`config.mk`:
```
export PLATFORM = sky130hd
export DESIGN_NAME = tks_scan_ctrl
export DESIGN_NICKNAME = d
export VERILOG_FILES = /design/src/rtl/tks_pkg.sv /design/src/rtl/tks_counter.sv /design/src/rtl/tks_scan_ctrl.sv /design/src/rtl/tks_sync.sv
export SDC_FILE = /design/constraint.sdc
export NUM_CORES = 1
export LEC_CHECK = 0
export BUFFER_PORTS_ARGS = -buffer_cell sky130_fd_sc_hd__buf_2
export CAP_MARGIN = 20
export CORE_MARGIN = 3
export CORE_UTILIZATION = 43
export DETAILED_ROUTE_END_ITERATION = 8
export MAX_ROUTING_LAYER = met4
export PLACE_DENSITY_LB_ADDON = 0.15
export SETUP_SLACK_MARGIN = 0.05
export SLEW_MARGIN = 5
export SYNTH_ARGS = -nofsm -noshare
export SYNTH_HDL_FRONTEND = slang
export SYNTH_HIERARCHICAL = 1
export SYNTH_SLANG_ARGS = --single-unit
export TNS_END_PERCENT = 1
```
`constraint.sdc`:
```
create_clock -name clk -period 4.7 [get_ports clk]
set_input_delay 0.94 -clock clk [delete_from_list [all_inputs] [get_ports clk]]
set_output_delay 0.94 -clock clk [all_outputs]
set_load 0.02 [all_outputs]
```
`src/rtl/tks_pkg.sv`:
```
// touch-key scan control: register map, field positions, reset values, timing
// assumes an 8-bit register port addressed by the printed register offsets
package tks_pkg;

  // ****************************************************************
  // register offsets
  // ****************************************************************
  localparam logic [7:0] TKS_OFS_IRQ_FLAGS = 8'h95;
  localparam logic [7:0] TKS_OFS_SHARED_DATA = 8'hAA;
  localparam logic [7:0] TKS_OFS_COUNT_LOW = 8'hAC;
  localparam logic [7:0] TKS_OFS_OSC_TRIM = 8'hAD;
  localparam logic [7:0] TKS_OFS_CONTROL = 8'hAE;
  localparam logic [7:0] TKS_OFS_WINDOW_LOW = 8'hB4;
  localparam logic [7:0] TKS_OFS_CONTROL2 = 8'hB5;
  localparam logic [7:0] TKS_OFS_AUX_CONTROL_ONE = 8'hF8;

  // ****************************************************************
  // field positions
  // ****************************************************************
  localparam int TKS_IRQ_FLAG_BIT = 5;
  localparam int TKS_START_BIT = 5;
  localparam int TKS_PD_BIT = 7;
  localparam int TKS_EOC_BIT = 6;
  localparam int TKS_AUTO_BIT = 7;
  localparam int TKS_FINE_LSB = 4;
  localparam int TKS_FINE_W = 3;
  localparam int TKS_CHAN_W = 4;
  localparam int TKS_WINH_W = 4;
  localparam int TKS_TRIM_W = 7;
  localparam int TKS_COUNT_W = 12;
  localparam int TKS_WINDOW_W = 12;
  localparam int TKS_KEYS = 16;

  // value whose write to the flag register clears the touch flag
  localparam logic [7:0] TKS_IRQ_CLEAR_CODE = 8'hDF;

  // ****************************************************************
  // reset values
  // ****************************************************************
  localparam logic [6:0] TKS_TRIM_RST = 7'h40;
  localparam logic [3:0] TKS_CHAN_RST = 4'hF;
  localparam logic [7:0] TKS_WINL_RST = 8'hFF;
  localparam logic [3:0] TKS_WINH_RST = 4'h0;
  localparam logic [2:0] TKS_FINE_RST = 3'h4;
  localparam logic TKS_PD_RST = 1'b1;
  localparam logic [2:0] TKS_FINE_SLOW = 3'h0;
  localparam logic [2:0] TKS_FINE_FAST = 3'h7;

  // ****************************************************************
  // timing: end flag may lag the start by this long (firmware side)
  // ****************************************************************
  localparam int TKS_CLK_MHZ = 40;
  localparam int TKS_EOC_LAG_NS = 3000;
  localparam int TKS_EOC_LAG_CYC = (TKS_EOC_LAG_NS * TKS_CLK_MHZ + 999) / 1000;

  // ****************************************************************
  // conversion sequencer states
  // ****************************************************************
  typedef enum logic [1:0] {
    TKS_IDLE = 2'b01,
    TKS_RUN = 2'b10
  } tks_state_e;

endpackage : tks_pkg

```
`src/rtl/tks_counter.sv`:
```
// saturating event counter with synchronous clear
// assumes inc is a one-cycle pulse per counted oscillator edge
`timescale 1ns/10ps
module tks_counter #(
  parameter int W = 12
) (
  // clock and reset
  input wire logic clk,
  input wire logic resetn,
  // control
  input wire logic clear,
  input wire logic inc,
  // value
  output logic [W-1:0] count
);

  logic [W-1:0] count_reg;
  logic [W-1:0] count_next;

  // saturation keeps a too-fast oscillator from wrapping to a small count
  always_comb begin
    count_next = count_reg;
    if (clear) begin
      count_next = '0;
    end else if (inc && (count_reg != {W{1'b1}})) begin
      count_next = count_reg + 1'b1;
    end
  end

  always_ff @(posedge clk) begin
    if (!resetn) begin
      count_reg <= '0;
    end else begin
      count_reg <= count_next;
    end
  end

  assign count = count_reg;

endmodule : tks_counter

```
`src/rtl/tks_scan_ctrl.sv`:
```
// touch-key scan control: registers, conversion sequencer, counters
// assumes reference_osc and touch_osc are free-running oscillator levels
// well below half of clk, and an 8-bit register port with one-cycle strobes
//
// Overview of operation
// (RULE1) conversion end sets touch interrupt flag
// (RULE2) flag clears on DFh write or start
// (RULE3) count result readable, high nibble and low byte
// (RULE4) seven-bit oscillator trim, reset 40h
// (RULE5) firmware picks trim for expected count ratio
// (RULE6) power-down bit disables module, resets high
// (RULE7) end flag low while converting, high done
// (RULE8) firmware waits before polling end flag
// (RULE9) channel select keys 0-14, 1111 internal; the code connects key 15 for 1111
// (RULE10) twelve-bit window from low and high fields
// (RULE11) mode bit: fixed or automatic touch frequency
// (RULE12) fine tune only in fixed mode, reset 100
// (RULE13) start bit begins, hardware or software clears
// (RULE14) window counts reference cycles, data counts touch
// (RULE15) firmware clears power-down before starting
// (RULE16) each start clears both counters first
//
// Decided for this implementation: the address-and-strobe port.
`timescale 1ns/10ps
module tks_scan_ctrl
  import tks_pkg::*;
(
  // clock and reset
  input wire logic clk,
  input wire logic resetn,
  // register port
  input wire logic [7:0] reg_addr,
  input wire logic [7:0] reg_wdata,
  input wire logic reg_wr,
  input wire logic reg_rd,
  output logic [7:0] reg_rdata,
  // oscillator levels from the analogue front end
  input wire logic reference_osc,
  input wire logic touch_osc,
  // analogue front-end controls
  output logic [TKS_KEYS-1:0] key_connect,
  output logic [TKS_TRIM_W-1:0] osc_cap_trim,
  output logic [TKS_FINE_W-1:0] touch_freq_sel,
  output logic freq_auto_change,
  output logic touch_power_down,
  output logic osc_run,
  // status toward the interrupt controller
  output logic touch_irq_flag
);

  // ****************************************************************
  // oscillator synchronisation and edge detection
  // ****************************************************************
  logic ref_osc_s;
  logic touch_osc_s;
  logic ref_osc_d_reg;
  logic ref_osc_d_next;
  logic touch_osc_d_reg;
  logic touch_osc_d_next;
  logic ref_edge;
  logic touch_edge;

  tks_sync u_ref_sync (
    .clk(clk),
    .resetn(resetn),
    .d(reference_osc),
    .q(ref_osc_s)
  );

  tks_sync u_touch_sync (
    .clk(clk),
    .resetn(resetn),
    .d(touch_osc),
    .q(touch_osc_s)
  );

  always_comb begin
    ref_osc_d_next = ref_osc_s;
    touch_osc_d_next = touch_osc_s;
  end

  always_ff @(posedge clk) begin
    if (!resetn) begin
      ref_osc_d_reg <= 1'b0;
      touch_osc_d_reg <= 1'b0;
    end else begin
      ref_osc_d_reg <= ref_osc_d_next;
      touch_osc_d_reg <= touch_osc_d_next;
    end
  end

  assign ref_edge = ref_osc_s & ~ref_osc_d_reg;
  assign touch_edge = touch_osc_s & ~touch_osc_d_reg;

  // ****************************************************************
  // register state
  // ****************************************************************
  tks_state_e state_reg;
  tks_state_e state_next;
  logic irq_reg;
  logic irq_next;
  logic start_reg;
  logic start_next;
  logic eoc_reg;
  logic eoc_next;
  logic pd_reg;
  logic pd_next;
  logic [TKS_CHAN_W-1:0] chan_reg;
  logic [TKS_CHAN_W-1:0] chan_next;
  logic [TKS_TRIM_W-1:0] trim_reg;
  logic [TKS_TRIM_W-1:0] trim_next;
  logic [7:0] winl_reg;
  logic [7:0] winl_next;
  logic [TKS_WINH_W-1:0] winh_reg;
  logic [TKS_WINH_W-1:0] winh_next;
  logic auto_reg;
  logic auto_next;
  logic [TKS_FINE_W-1:0] fine_reg;
  logic [TKS_FINE_W-1:0] fine_next;
  logic hop_reg;
  logic hop_next;
  logic [TKS_COUNT_W-1:0] result_reg;
  logic [TKS_COUNT_W-1:0] result_next;
  logic [7:0] rdata_reg;
  logic [7:0] rdata_next;

  // ****************************************************************
  // decode and sequencer events
  // ****************************************************************
  logic wr_irq;
  logic wr_trim;
  logic wr_ctrl;
  logic wr_winl;
  logic wr_ctrl2;
  logic wr_aux_control_one;
  logic start_req;
  logic start_accept;
  logic conv_end;
  logic abort;
  logic [TKS_WINDOW_W:0] ref_count;
  logic [TKS_COUNT_W-1:0] data_count;
  logic [TKS_WINDOW_W-1:0] window_length;
  assign wr_irq = reg_wr && (reg_addr == TKS_OFS_IRQ_FLAGS);
  assign wr_trim = reg_wr && (reg_addr == TKS_OFS_OSC_TRIM);
  assign wr_ctrl = reg_wr && (reg_addr == TKS_OFS_CONTROL);
  assign wr_winl = reg_wr && (reg_addr == TKS_OFS_WINDOW_LOW);
  assign wr_ctrl2 = reg_wr && (reg_addr == TKS_OFS_CONTROL2);
  assign wr_aux_control_one = reg_wr && (reg_addr == TKS_OFS_AUX_CONTROL_ONE);
  assign window_length = {winh_reg, winl_reg}; // RULE10
  // a start while powered down is dropped rather than left pending
  assign start_req = wr_aux_control_one && reg_wdata[TKS_START_BIT];
  assign start_accept = start_req && !pd_reg; // RULE13
  // powering down mid-window abandons the conversion, end flag stays low
  assign abort = (state_reg == TKS_RUN) && pd_reg && !start_accept; // RULE6
  assign conv_end = (state_reg == TKS_RUN) && !pd_reg && !start_accept &&
                    (ref_count == {1'b0, window_length}); // RULE14

  // ****************************************************************
  // counters: reference sets the window, data measures the key
  // ****************************************************************
  tks_counter #(
    .W(TKS_WINDOW_W + 1)
  ) u_ref_counter (
    .clk(clk),
    .resetn(resetn),
    .clear(start_accept), // RULE16
    .inc(ref_edge && (state_reg == TKS_RUN)), // RULE14
    .count(ref_count)
  );

  tks_counter #(
    .W(TKS_COUNT_W)
  ) u_data_counter (
    .clk(clk),
    .resetn(resetn),
    .clear(start_accept), // RULE16
    .inc(touch_edge && (state_reg == TKS_RUN)), // RULE14
    .count(data_count)
  );

  // ****************************************************************
  // sequencer and flags
  // ****************************************************************
  always_comb begin
    state_next = state_reg;
    case (state_reg)
      TKS_IDLE: begin
        if (start_accept) begin
          state_next = TKS_RUN;
        end
      end
      TKS_RUN: begin
        if (conv_end || abort) begin
          state_next = TKS_IDLE;
        end
      end
      default: begin
        state_next = TKS_IDLE;
      end
    endcase
  end

  always_comb begin
    // set wins over any clear in the same cycle
    irq_next = irq_reg;
    if (conv_end) begin
      irq_next = 1'b1; // RULE1
    end else if ((wr_irq && (reg_wdata == TKS_IRQ_CLEAR_CODE)) || start_accept) begin
      irq_next = 1'b0; // RULE2
    end
    start_next = start_reg;
    if (start_accept) begin
      start_next = 1'b1; // RULE13
    end else if (conv_end || abort || wr_aux_control_one) begin
      start_next = 1'b0; // RULE13
    end
    eoc_next = eoc_reg;
    if (start_accept) begin
      eoc_next = 1'b0; // RULE7
    end else if (conv_end) begin
      eoc_next = 1'b1; // RULE7
    end
    result_next = result_reg;
    if (conv_end) begin
      result_next = data_count; // RULE3
    end
    // auto mode hops between the slow and fast clock after each completed window
    hop_next = hop_reg;
    if (conv_end && auto_reg) begin
      hop_next = ~hop_reg; // RULE11
    end
  end

  // ****************************************************************
  // software-written fields
  // ****************************************************************
  always_comb begin
    pd_next = pd_reg;
    chan_next = chan_reg;
    trim_next = trim_reg;
    winl_next = winl_reg;
    winh_next = winh_reg;
    auto_next = auto_reg;
    fine_next = fine_reg;
    if (wr_ctrl) begin
      pd_next = reg_wdata[TKS_PD_BIT]; // RULE6
      chan_next = reg_wdata[TKS_CHAN_W-1:0]; // RULE9
    end
    if (wr_trim) begin
      trim_next = reg_wdata[TKS_TRIM_W-1:0]; // RULE4
    end
    if (wr_winl) begin
      winl_next = reg_wdata; // RULE10
    end
    if (wr_ctrl2) begin
      auto_next = reg_wdata[TKS_AUTO_BIT]; // RULE11
      fine_next = reg_wdata[TKS_FINE_LSB +: TKS_FINE_W]; // RULE12
      winh_next = reg_wdata[TKS_WINH_W-1:0]; // RULE10
    end
  end

  // ****************************************************************
  // read port: data stand only in the cycle after the strobe
  // ****************************************************************
  always_comb begin
    rdata_next = 8'h00;
    if (reg_rd) begin
      if (reg_addr == TKS_OFS_IRQ_FLAGS) begin
        rdata_next[TKS_IRQ_FLAG_BIT] = irq_reg;
      end else if (reg_addr == TKS_OFS_SHARED_DATA) begin
        rdata_next[3:0] = result_reg[TKS_COUNT_W-1:8]; // RULE3
      end else if (reg_addr == TKS_OFS_COUNT_LOW) begin
        rdata_next = result_reg[7:0]; // RULE3
      end else if (reg_addr == TKS_OFS_OSC_TRIM) begin
        rdata_next[TKS_TRIM_W-1:0] = trim_reg;
      end else if (reg_addr == TKS_OFS_CONTROL) begin
        rdata_next[TKS_PD_BIT] = pd_reg;
        rdata_next[TKS_EOC_BIT] = eoc_reg; // RULE7
        rdata_next[TKS_CHAN_W-1:0] = chan_reg;
      end else if (reg_addr == TKS_OFS_WINDOW_LOW) begin
        rdata_next = winl_reg;
      end else if (reg_addr == TKS_OFS_CONTROL2) begin
        rdata_next[TKS_AUTO_BIT] = auto_reg;
        rdata_next[TKS_FINE_LSB +: TKS_FINE_W] = fine_reg;
        rdata_next[TKS_WINH_W-1:0] = winh_reg;
      end else if (reg_addr == TKS_OFS_AUX_CONTROL_ONE) begin
        rdata_next[TKS_START_BIT] = start_reg;
      end
    end
  end

  always_ff @(posedge clk) begin
    if (!resetn) begin
      state_reg <= TKS_IDLE;
      irq_reg <= 1'b0;
      start_reg <= 1'b0;
      eoc_reg <= 1'b0;
      pd_reg <= TKS_PD_RST;
      chan_reg <= TKS_CHAN_RST;
      trim_reg <= TKS_TRIM_RST;
      winl_reg <= TKS_WINL_RST;
      winh_reg <= TKS_WINH_RST;
      auto_reg <= 1'b0;
      fine_reg <= TKS_FINE_RST;
      hop_reg <= 1'b0;
      result_reg <= '0;
      rdata_reg <= 8'h00;
    end else begin
      state_reg <= state_next;
      irq_reg <= irq_next;
      start_reg <= start_next;
      eoc_reg <= eoc_next;
      pd_reg <= pd_next;
      chan_reg <= chan_next;
      trim_reg <= trim_next;
      winl_reg <= winl_next;
      winh_reg <= winh_next;
      auto_reg <= auto_next;
      fine_reg <= fine_next;
      hop_reg <= hop_next;
      result_reg <= result_next;
      rdata_reg <= rdata_next;
    end
  end

  // ****************************************************************
  // front-end controls
  // ****************************************************************
  // one-hot pin connect; all keys released while powered down
  assign key_connect = pd_reg ? '0 : (TKS_KEYS'(1) << chan_reg); // RULE9

  // in fixed mode codes 001..110 are passed through untouched; their effect is undefined
  assign touch_freq_sel = auto_reg ? (hop_reg ? TKS_FINE_FAST : TKS_FINE_SLOW) : fine_reg; // RULE12
  assign osc_cap_trim = trim_reg; // RULE4
  assign freq_auto_change = auto_reg;
  assign touch_power_down = pd_reg;
  assign osc_run = (state_reg == TKS_RUN);
  assign touch_irq_flag = irq_reg;
  assign reg_rdata = rdata_reg;

endmodule : tks_scan_ctrl

```
`src/rtl/tks_sync.sv`:
```
// two-flop synchroniser for an oscillator or pin level
// assumes d is asynchronous to clk; only the second flop is read outside
`timescale 1ns/10ps
module tks_sync (
  // clock and reset
  input wire logic clk,
  input wire logic resetn,
  // level in and out
  input wire logic d,
  output logic q
);

  logic meta_reg;
  logic meta_next;
  logic q_reg;
  logic q_next;

  always_comb begin
    meta_next = d;
    q_next = meta_reg;
  end

  always_ff @(posedge clk) begin
    if (!resetn) begin
      meta_reg <= 1'b0;
      q_reg <= 1'b0;
    end else begin
      meta_reg <= meta_next;
      q_reg <= q_next;
    end
  end

  assign q = q_reg;

endmodule : tks_sync

```
==> results.cfg, run 1 <==
[route]
drt_iter0_markers = 271
wl_per_cell_um = 17.04
drtPass1Iterations = 4
drt-vias-per-instance = 5.808
vias = 3973
route.detailed.drc = 0
ant_nets = 0
finalWirelength_mm = 11.66

[cells_and_area]
area_growth_pct = 11.54
antenna_cells = 0
fin_util_pct = 50.65
final_nets = 574
fillCellCount = 929
drive_above_1_share_pct = 18.56
largest_reg_flops = 13

[run_status]
run_status = completed

[logic_synthesis]
synth_top_area_cell = dfxtp_1
netlist_area_um2 = 4315
ys_seq_area_share_pct = 39.43
avgSynthCellArea_um2 = 8.512
synthDistinctLibCells = 70
synth_common_cells = 85 x dfxtp_1, 51 x nor2_1, 41 x nand2_1
yosysMostFrequentCell = dfxtp_1
async_reset_ff_share_pct = 0
ys.flop_type = dfxtp_1
yosysTopAreaCellShare_pct = 39.43
synth_edf_count = 0
yosys_register_bits = 85
ys_warn_count = 6
synth_nets = 531
syn_inst = 507
synth_area_leaders = dfxtp_1 39%, mux2i_1 6.3%, nor2_1 4.4%

[floorplanning]
io_pins = 60
fp.dieH_um = 106.2
core-area_um2 = 9503
die_w_um = 106.2
fp-row-count = 35
start_util_pct = 45.41
dieArea_um2 = 11270

[global_route]
antenna_found_initial = 0
grt_pass1_vias = 3590
grt_pass1_wl_mm = 18.60
grt_util_all_layers_pct = 21.10
grt_overflow = 0
grt_max_degree = 31

[pwr]
peakVddDrop_mv = 0.1552
powerDensity_nw_per_um2 = 265.2
total_leakage_power_nw = 1.844

[place]
gp_congestion = 0.9071
dp_hpwl_mm = 8.407
portBuffers = 59

[timing]
finalCritPeriodShare_pct = 67.44
rsz0062_at_grt = no
final.setup.tns_ns = 0
worstMarginPinSlew_ns = 0.8087
clock.fmax_ghz = 0.3155
max-slew-margin-rel_pct = 45.75
finalCriticalPeriod_ns = 3.169
setup_viol_count_final = 0
finalHoldViolCount = 0
drv_slew = 0
finClkSkew_ns = 0.01327

[setup_path]
critPathKind = input port to flop
path_max_fanout = 28
arrival_ns = 3.42
startpoint_type = input port
cp.required_ns = 4.95
cp-end-kind = flop

[clocking]
cts.path.max_buffers = 2
cts_setup_buffers = 0
clock_latency_ns = 0.35
cts_buffers = 9
cts_root_buf = clkbuf_8
htree_levels = 3
clkSlewWorstSetupHoldPaths_ns = 0.09
cts_resized = 0
cts_tree = built
cts_hold_buffers = 0
numClockSinks = 85

[job]
cap_violations = 0

[hold_path]
hp-class = flop to flop
==> worst max-delay path: stages <==
cell	delay, ns
buf_2	0.27
and4bb_1	0.36
nand4_1	0.14
or3b_1	0.63
inv_2	0.34
nand2b_1	0.38
nor2_1	0.08
a41o_2	0.27
==> cell type report <==
type	count	area, um2	share of cell area, %
clock buffers	9	123.9	2.573
clock inverters	7	53.80	1.118
inverters	11	41.29	0.8578
multi-input cells	383	2429	50.45
flip-flops and latches	85	1702	35.35
well taps	129	161.4	3.353
repair buffers	60	302.8	6.291
==> cell usage in the layout (no fill, tap or decap), drive strengths merged, types with 3 or more instances in the layout <==
master  synthesis  routed
o21ai          29      29
clkinv          1       3
clkbuf         13       9
nor3           10      10
a31oi           3       3
nor2b           7       7
nand2          41      41
nand3          34      34
and4            5       5
dfxtp          85      85
nor4            6       6
a21oi          38      38
and2            9       9
mux2            4       4
nor2           51      51
nand2b          7       7
or4             5       5
mux2i          27      27
or3b            4       4
xor2            9       9
buf            15      60
a41oi           3       3
or2             3       3
o31ai           7       7
nand3b          4       4
inv            10      15
or3            10      10
and3b           5       5
and3            5       5
xnor2           8       8
nand4          15      15
==> routing by layer <==
| layer | wire length, um | track usage [%] |
|---|---|---|
| met3 | 526 | 4.068 |
| met1 | 5437 | 26.96 |
| met2 | 5411 | 33.80 |
| met5 | 0 | - |
| met4 | 278 | 6.660 |
==> metrics by stage <==
stage	area (um2)	setup WS [ns]	hold slack, ns	power (mW)	instances
6_report	4813	1.531	0.4399	1.277	684
5_1_grt	4813	1.386	0.4633	1.330	684
4_1_cts	4813	1.592	0.4395	1.294	684
3_5_place_dp	4636	1.222	0.4169	0.8035	668
3_3_place_gp	4636	1.299	0.4139	0.8028	668
2_1_floorplan	4315	1.747	0.4118	0.7775	507
==> worst paths after layout <==
path / slack, ns / endpoint / start / cells after the start
setup / recovery: 1.53 / u_data_counter/count[5] / reg_addr[0] / 8
hold / removal: 0.44 / u_touch_sync/q / u_touch_sync/meta_reg / 1
setup reg to reg: 2.39 / hop_reg / touch_power_down / 5
hold reg to reg: 0.44 / u_touch_sync/q / u_touch_sync/meta_reg / 1
==> report_power, final <==
part	switching, mW	total, mW	internal (mW)	leakage (nW)
combinational	0.0435	0.0646	0.0211	1.06
clock	0.289	0.489	0.200	0.0952
sequential	0.00107	0.723	0.722	0.686
==> cells by family (layout without fill, tap and decap cells) <==
kind of cell	Yosys count	in the layout	share of synthesized area, %
AO/OA/AOI/OAI	104	104	15.25
multiplexers	31	31	7.306
XOR/XNOR	17	17	3.450
AND/OR/NAND/NOR	229	229	29.69
flip-flops	85	85	39.43
buffers and inverters	39	87	4.291
adder cells (fa/ha/maj)	2	2	0.5798
(Power assumes the default switching activity.)
==> inputs of run 2 (changes only) <==
clock period = 2.6 ns   (was 4.7 ns; I/O delays follow)
==> results.cfg, run 2 (synthesized netlist as in run 1, its figures left out) <==
[run_status]
run_status = completed

[clocking]
cts_resized = 0
cts_buffers = 9
cts.path.max_buffers = 2
cts_tree = built
cts_root_buf = clkbuf_8
htree_levels = 3
cts_setup_buffers = 0
clkSlewWorstSetupHoldPaths_ns = 0.09
clock_latency_ns = 0.36
cts_hold_buffers = 0
numClockSinks = 85

[floorplanning]
dieArea_um2 = 11270
die_w_um = 106.2
start_util_pct = 45.41
core-area_um2 = 9503
fp-row-count = 35
io_pins = 60
fp.dieH_um = 106.2

[pwr]
powerDensity_nw_per_um2 = 473.6
total_leakage_power_nw = 1.910
peakVddDrop_mv = 0.2636

[cells_and_area]
area_growth_pct = 14.09
layout_commonest_cell = dfxtp_1
final_nets = 587
largest_reg_flops = 13
instances_no_fill = 697
finish.instance_area_um2 = 4923
drive_above_1_share_pct = 20.42
antenna_cells = 0
fin_util_pct = 51.81
layout_common_cells = 85 x dfxtp_1, 59 x buf_2, 51 x nor2_1, 41 x nand2_1, 38 x a21oi_1

[setup_path]
rr_startpoint = state_reg[1]
cp.required_ns = 2.08
path_cells = buf_4 > or3b_2 > nor3_1 > buf_2
arrival_ns = 1.67
critPathSlowestCell = or3b_2
slowest_delay_ns = 0.48
startpoint_type = flop
critPathKind = flop to output pin
path_max_fanout = 9
crit_path_start = touch_power_down
cp-end-kind = output pin

[global_route]
grt_max_degree = 28
grt_pass1_vias = 3607
grt_pass1_wl_mm = 18.72
grt_util_all_layers_pct = 21.29
antenna_found_initial = 0
grt_overflow = 0

[route]
finalWirelength_mm = 11.60
drt_iter0_markers = 230
route.detailed.drc = 0
ant_nets = 0
drt-vias-per-instance = 5.656
drtPass1Iterations = 5
vias = 3942
wl_per_cell_um = 16.64

[timing]
max-slew-margin-rel_pct = 62.88
clock.fmax_ghz = 0.4569
worstMarginPinSlew_ns = 0.5564
finalCritPeriodShare_pct = 84.19
finalHoldViolCount = 0
rsz0062_at_grt = no
finalCriticalPeriod_ns = 2.189
drv_slew = 0
finClkSkew_ns = 0.008263
setup_viol_count_final = 0
final.setup.tns_ns = 0
setup_slack_ns = 0.4112

[job]
cap_violations = 0

[place]
place_area_um2 = 4733
dp_cells = 681
gp_congestion = 0.8727
portBuffers = 59
pre_cts_slack_ns = 0.4531
dp_hpwl_mm = 8.697

[hold_path]
holdCritStartpoint = touch_osc
hp-class = input port to flop
## run 2: cell count changes in the layout (fill, tap and decap cells not counted), sizes merged
cell | previous run | this run
clkbuf | 9 | 10
inv | 15 | 14
buf | 60 | 73
## run 2: critical path: cells and delay by family, from the launching register on
family                 cells  cell delay (ns)
AND/OR/NAND/NOR            2             0.62
flip-flops                 1             0.33
buffers and inverters      2             0.36
## run 2: power by group
part | internal (mW) | total, mW | switching [mW]
Clock | 0.391 | 0.900 | 0.509
Sequential | 1.31 | 1.31 | 0.00182
Combinational | 0.0447 | 0.124 | 0.0796
## run 2: stage by stage
step	hold slack, ns	total power, mW
after floorplan	0.4118	1.406
after global placement	0.4152	1.459
after detailed placement	0.4228	1.461
after CTS	0.3475	2.356
after global routing	0.3637	2.417
final	0.3604	2.332
## run 2: area by class of cell
cell class,instances,area (um2)
fill,950,4579
tap,129,161.4
timing repair buffer,73,400.4
sequential,85,1702
multi-input combinational,383,2429
clock inverter,6,52.55
clock buffer,10,137.6
inverter,11,41.29
## run 2: final timing paths
kind                                   to  slack [ns]  cells after the start
setup / recovery           key_connect[8]        0.41                      4
hold / removal      u_touch_sync/meta_reg        0.36                      2
setup reg to reg  u_data_counter/count[5]        0.47                      6
hold reg to reg            u_touch_sync/q        0.44                      1
## run 2: layer usage
metal | up-vias | track usage (%) | wire, um
li1 | 1956 | - | -
met1 | 1842 | 27.62 | 5313
met2 | 130 | 33.98 | 5405
met3 | 14 | 3.522 | 622
met4 | 0 | 6.938 | 256
met5 | - | - | 0
==> inputs of run 3 (changes only) <==
clock period = 1.95 ns   (was 2.6 ns; I/O delays follow)
==> results.cfg, run 3 (synthesized netlist as in run 1, its figures left out) <==
[cells_and_area]
final_nets = 612
area_growth_pct = 20.82
antenna_cells = 0
largest_reg_flops = 13
drive_above_1_share_pct = 25.13
layout_common_cells = 83 x dfxtp_1, 51 x nor2_1, 51 x buf_2, 45 x buf_4, 41 x nand2_1
layout_commonest_cell = dfxtp_1

[clocking]
cts_tree = built
clkSlewWorstSetupHoldPaths_ns = 0.09
numClockSinks = 85
htree_levels = 3
clock_latency_ns = 0.36
cts_buffers = 9
cts_root_buf = clkbuf_8
cts.path.max_buffers = 2

[place]
portBuffers = 59
pre_cts_slack_ns = -0.01889
dp_hpwl_mm = 8.755
gp_congestion = 0.9239

[timing]
setup_slack_ns = 0.02279
clock.fmax_ghz = 0.5189
finalCriticalPeriod_ns = 1.927
rsz0062_at_grt = yes
setup_viol_count_final = 0
finalCritPeriodShare_pct = 98.83
hold_ws_ns = 0.2336
max-slew-margin-rel_pct = 69.67
finClkSkew_ns = 0.01479
drv_slew = 0
worstMarginPinSlew_ns = 0.4537
finalHoldViolCount = 0

[setup_path]
cp.required_ns = 1.56
cp-end-kind = output pin
slowest_delay_ns = 0.40
path_cells = buf_4 > or3b_4 > nor3_2 > buf_4
path_max_fanout = 9
crit_top_cell = buf_4
rr_startpoint = u_ref_counter/count[0]
rrSetupSlack_ns = 0.20
r2r.worst_path.cells = 5
critPathKind = flop to output pin
r2r-end = u_ref_counter/count[3]
startpoint_type = flop
critPathSlowestCell = or3b_4
arrival_ns = 1.54
crit_path_start = touch_power_down

[floorplanning]
core-area_um2 = 9503
io_pins = 60
fp.dieH_um = 106.2
start_util_pct = 45.41
die_w_um = 106.2
fp-row-count = 35
dieArea_um2 = 11270

[route]
wl_per_cell_um = 16.25
ant_nets = 0
drt_iter0_markers = 200
finalWirelength_mm = 11.73
route.detailed.drc = 0
drtPass1Iterations = 5
vias = 4064
drt-vias-per-instance = 5.629

[global_route]
grt_use_met3_pct = 3.036
top_usage_layer = met2
use_met1_pct = 27.37
gr-usage-met2_pct = 34.57
grt_util_all_layers_pct = 21.86
grt_overflow = 0
grt_max_degree = 30
grt_pass1_vias = 3936
grt_pass1_wl_mm = 19.39
antenna_found_initial = 0

[hold_path]
timing.hold.worst_endpoint = u_touch_sync/meta_reg
holdCritStartpoint = touch_osc
hp-class = input port to flop
whs_path_depth = 2

[pwr]
peakVddDrop_mv = 0.2972
powerDensity_nw_per_um2 = 618.2
total_leakage_power_nw = 2.043
power_mw = 3.223

[job]
cap_violations = 0

[run_status]
run_status = completed
## run 3: worst max-delay path, delay by kind of cell, from the launching register on
family,cells,cell delay [ns]
buffers and inverters,2,0.32
flip-flops,1,0.33
AND/OR/NAND/NOR,2,0.52
## run 3: through the flow
step / util [%] / setup TNS [ns] / area [um2] / cells
2_1_floorplan: - / -0.2804 / 4355 / 507
3_3_place_gp: 52.15 / -0.02234 / 4956 / 706
3_5_place_dp: 52.15 / -0.08839 / 4956 / 706
4_1_cts: 54.56 / 0 / 5185 / 722
5_1_grt: 54.86 / -0.04557 / 5214 / 722
6_report: 54.86 / 0 / 5214 / 722
## run 3: layout make-up
class	instances	area (um2)
Fill cell	917	4289
Multi-Input combinational cell	383	2462
Sequential cell	85	1704
Timing Repair Buffer	98	633.1
Tap cell	129	161.4
Clock buffer	10	137.6
Clock inverter	6	71.32
Inverter	11	43.79
## run 3: per-layer routing
metal	wire [um]	up-vias
met5	0	-
met4	471	0
met3	564	28
met2	5476	114
met1	5221	1920
li1	-	2002
## run 3: power breakdown
group,switching (mW),internal (mW)
sequential,0.00241,1.74
clock,0.666,0.636
combinational,0.110,0.0686
total,0.778,2.44
## run 3: worst max-delay path by stage
stage	end
after global routing	key_connect[8]
after CTS	key_connect[0]
after global placement	u_data_counter/count[5]
final	key_connect[8]
after floorplan	u_data_counter/count[5]
after detailed placement	fine_reg[0]
## run 3: what timing repair did
action	4_1_cts	5_1_grt
hold buffers	0	0
resized for setup	6	11
hold endpoints to repair	0	0
buffers inserted	0	0
pin swaps	0	1
endpoints found under the setup margin	15	25
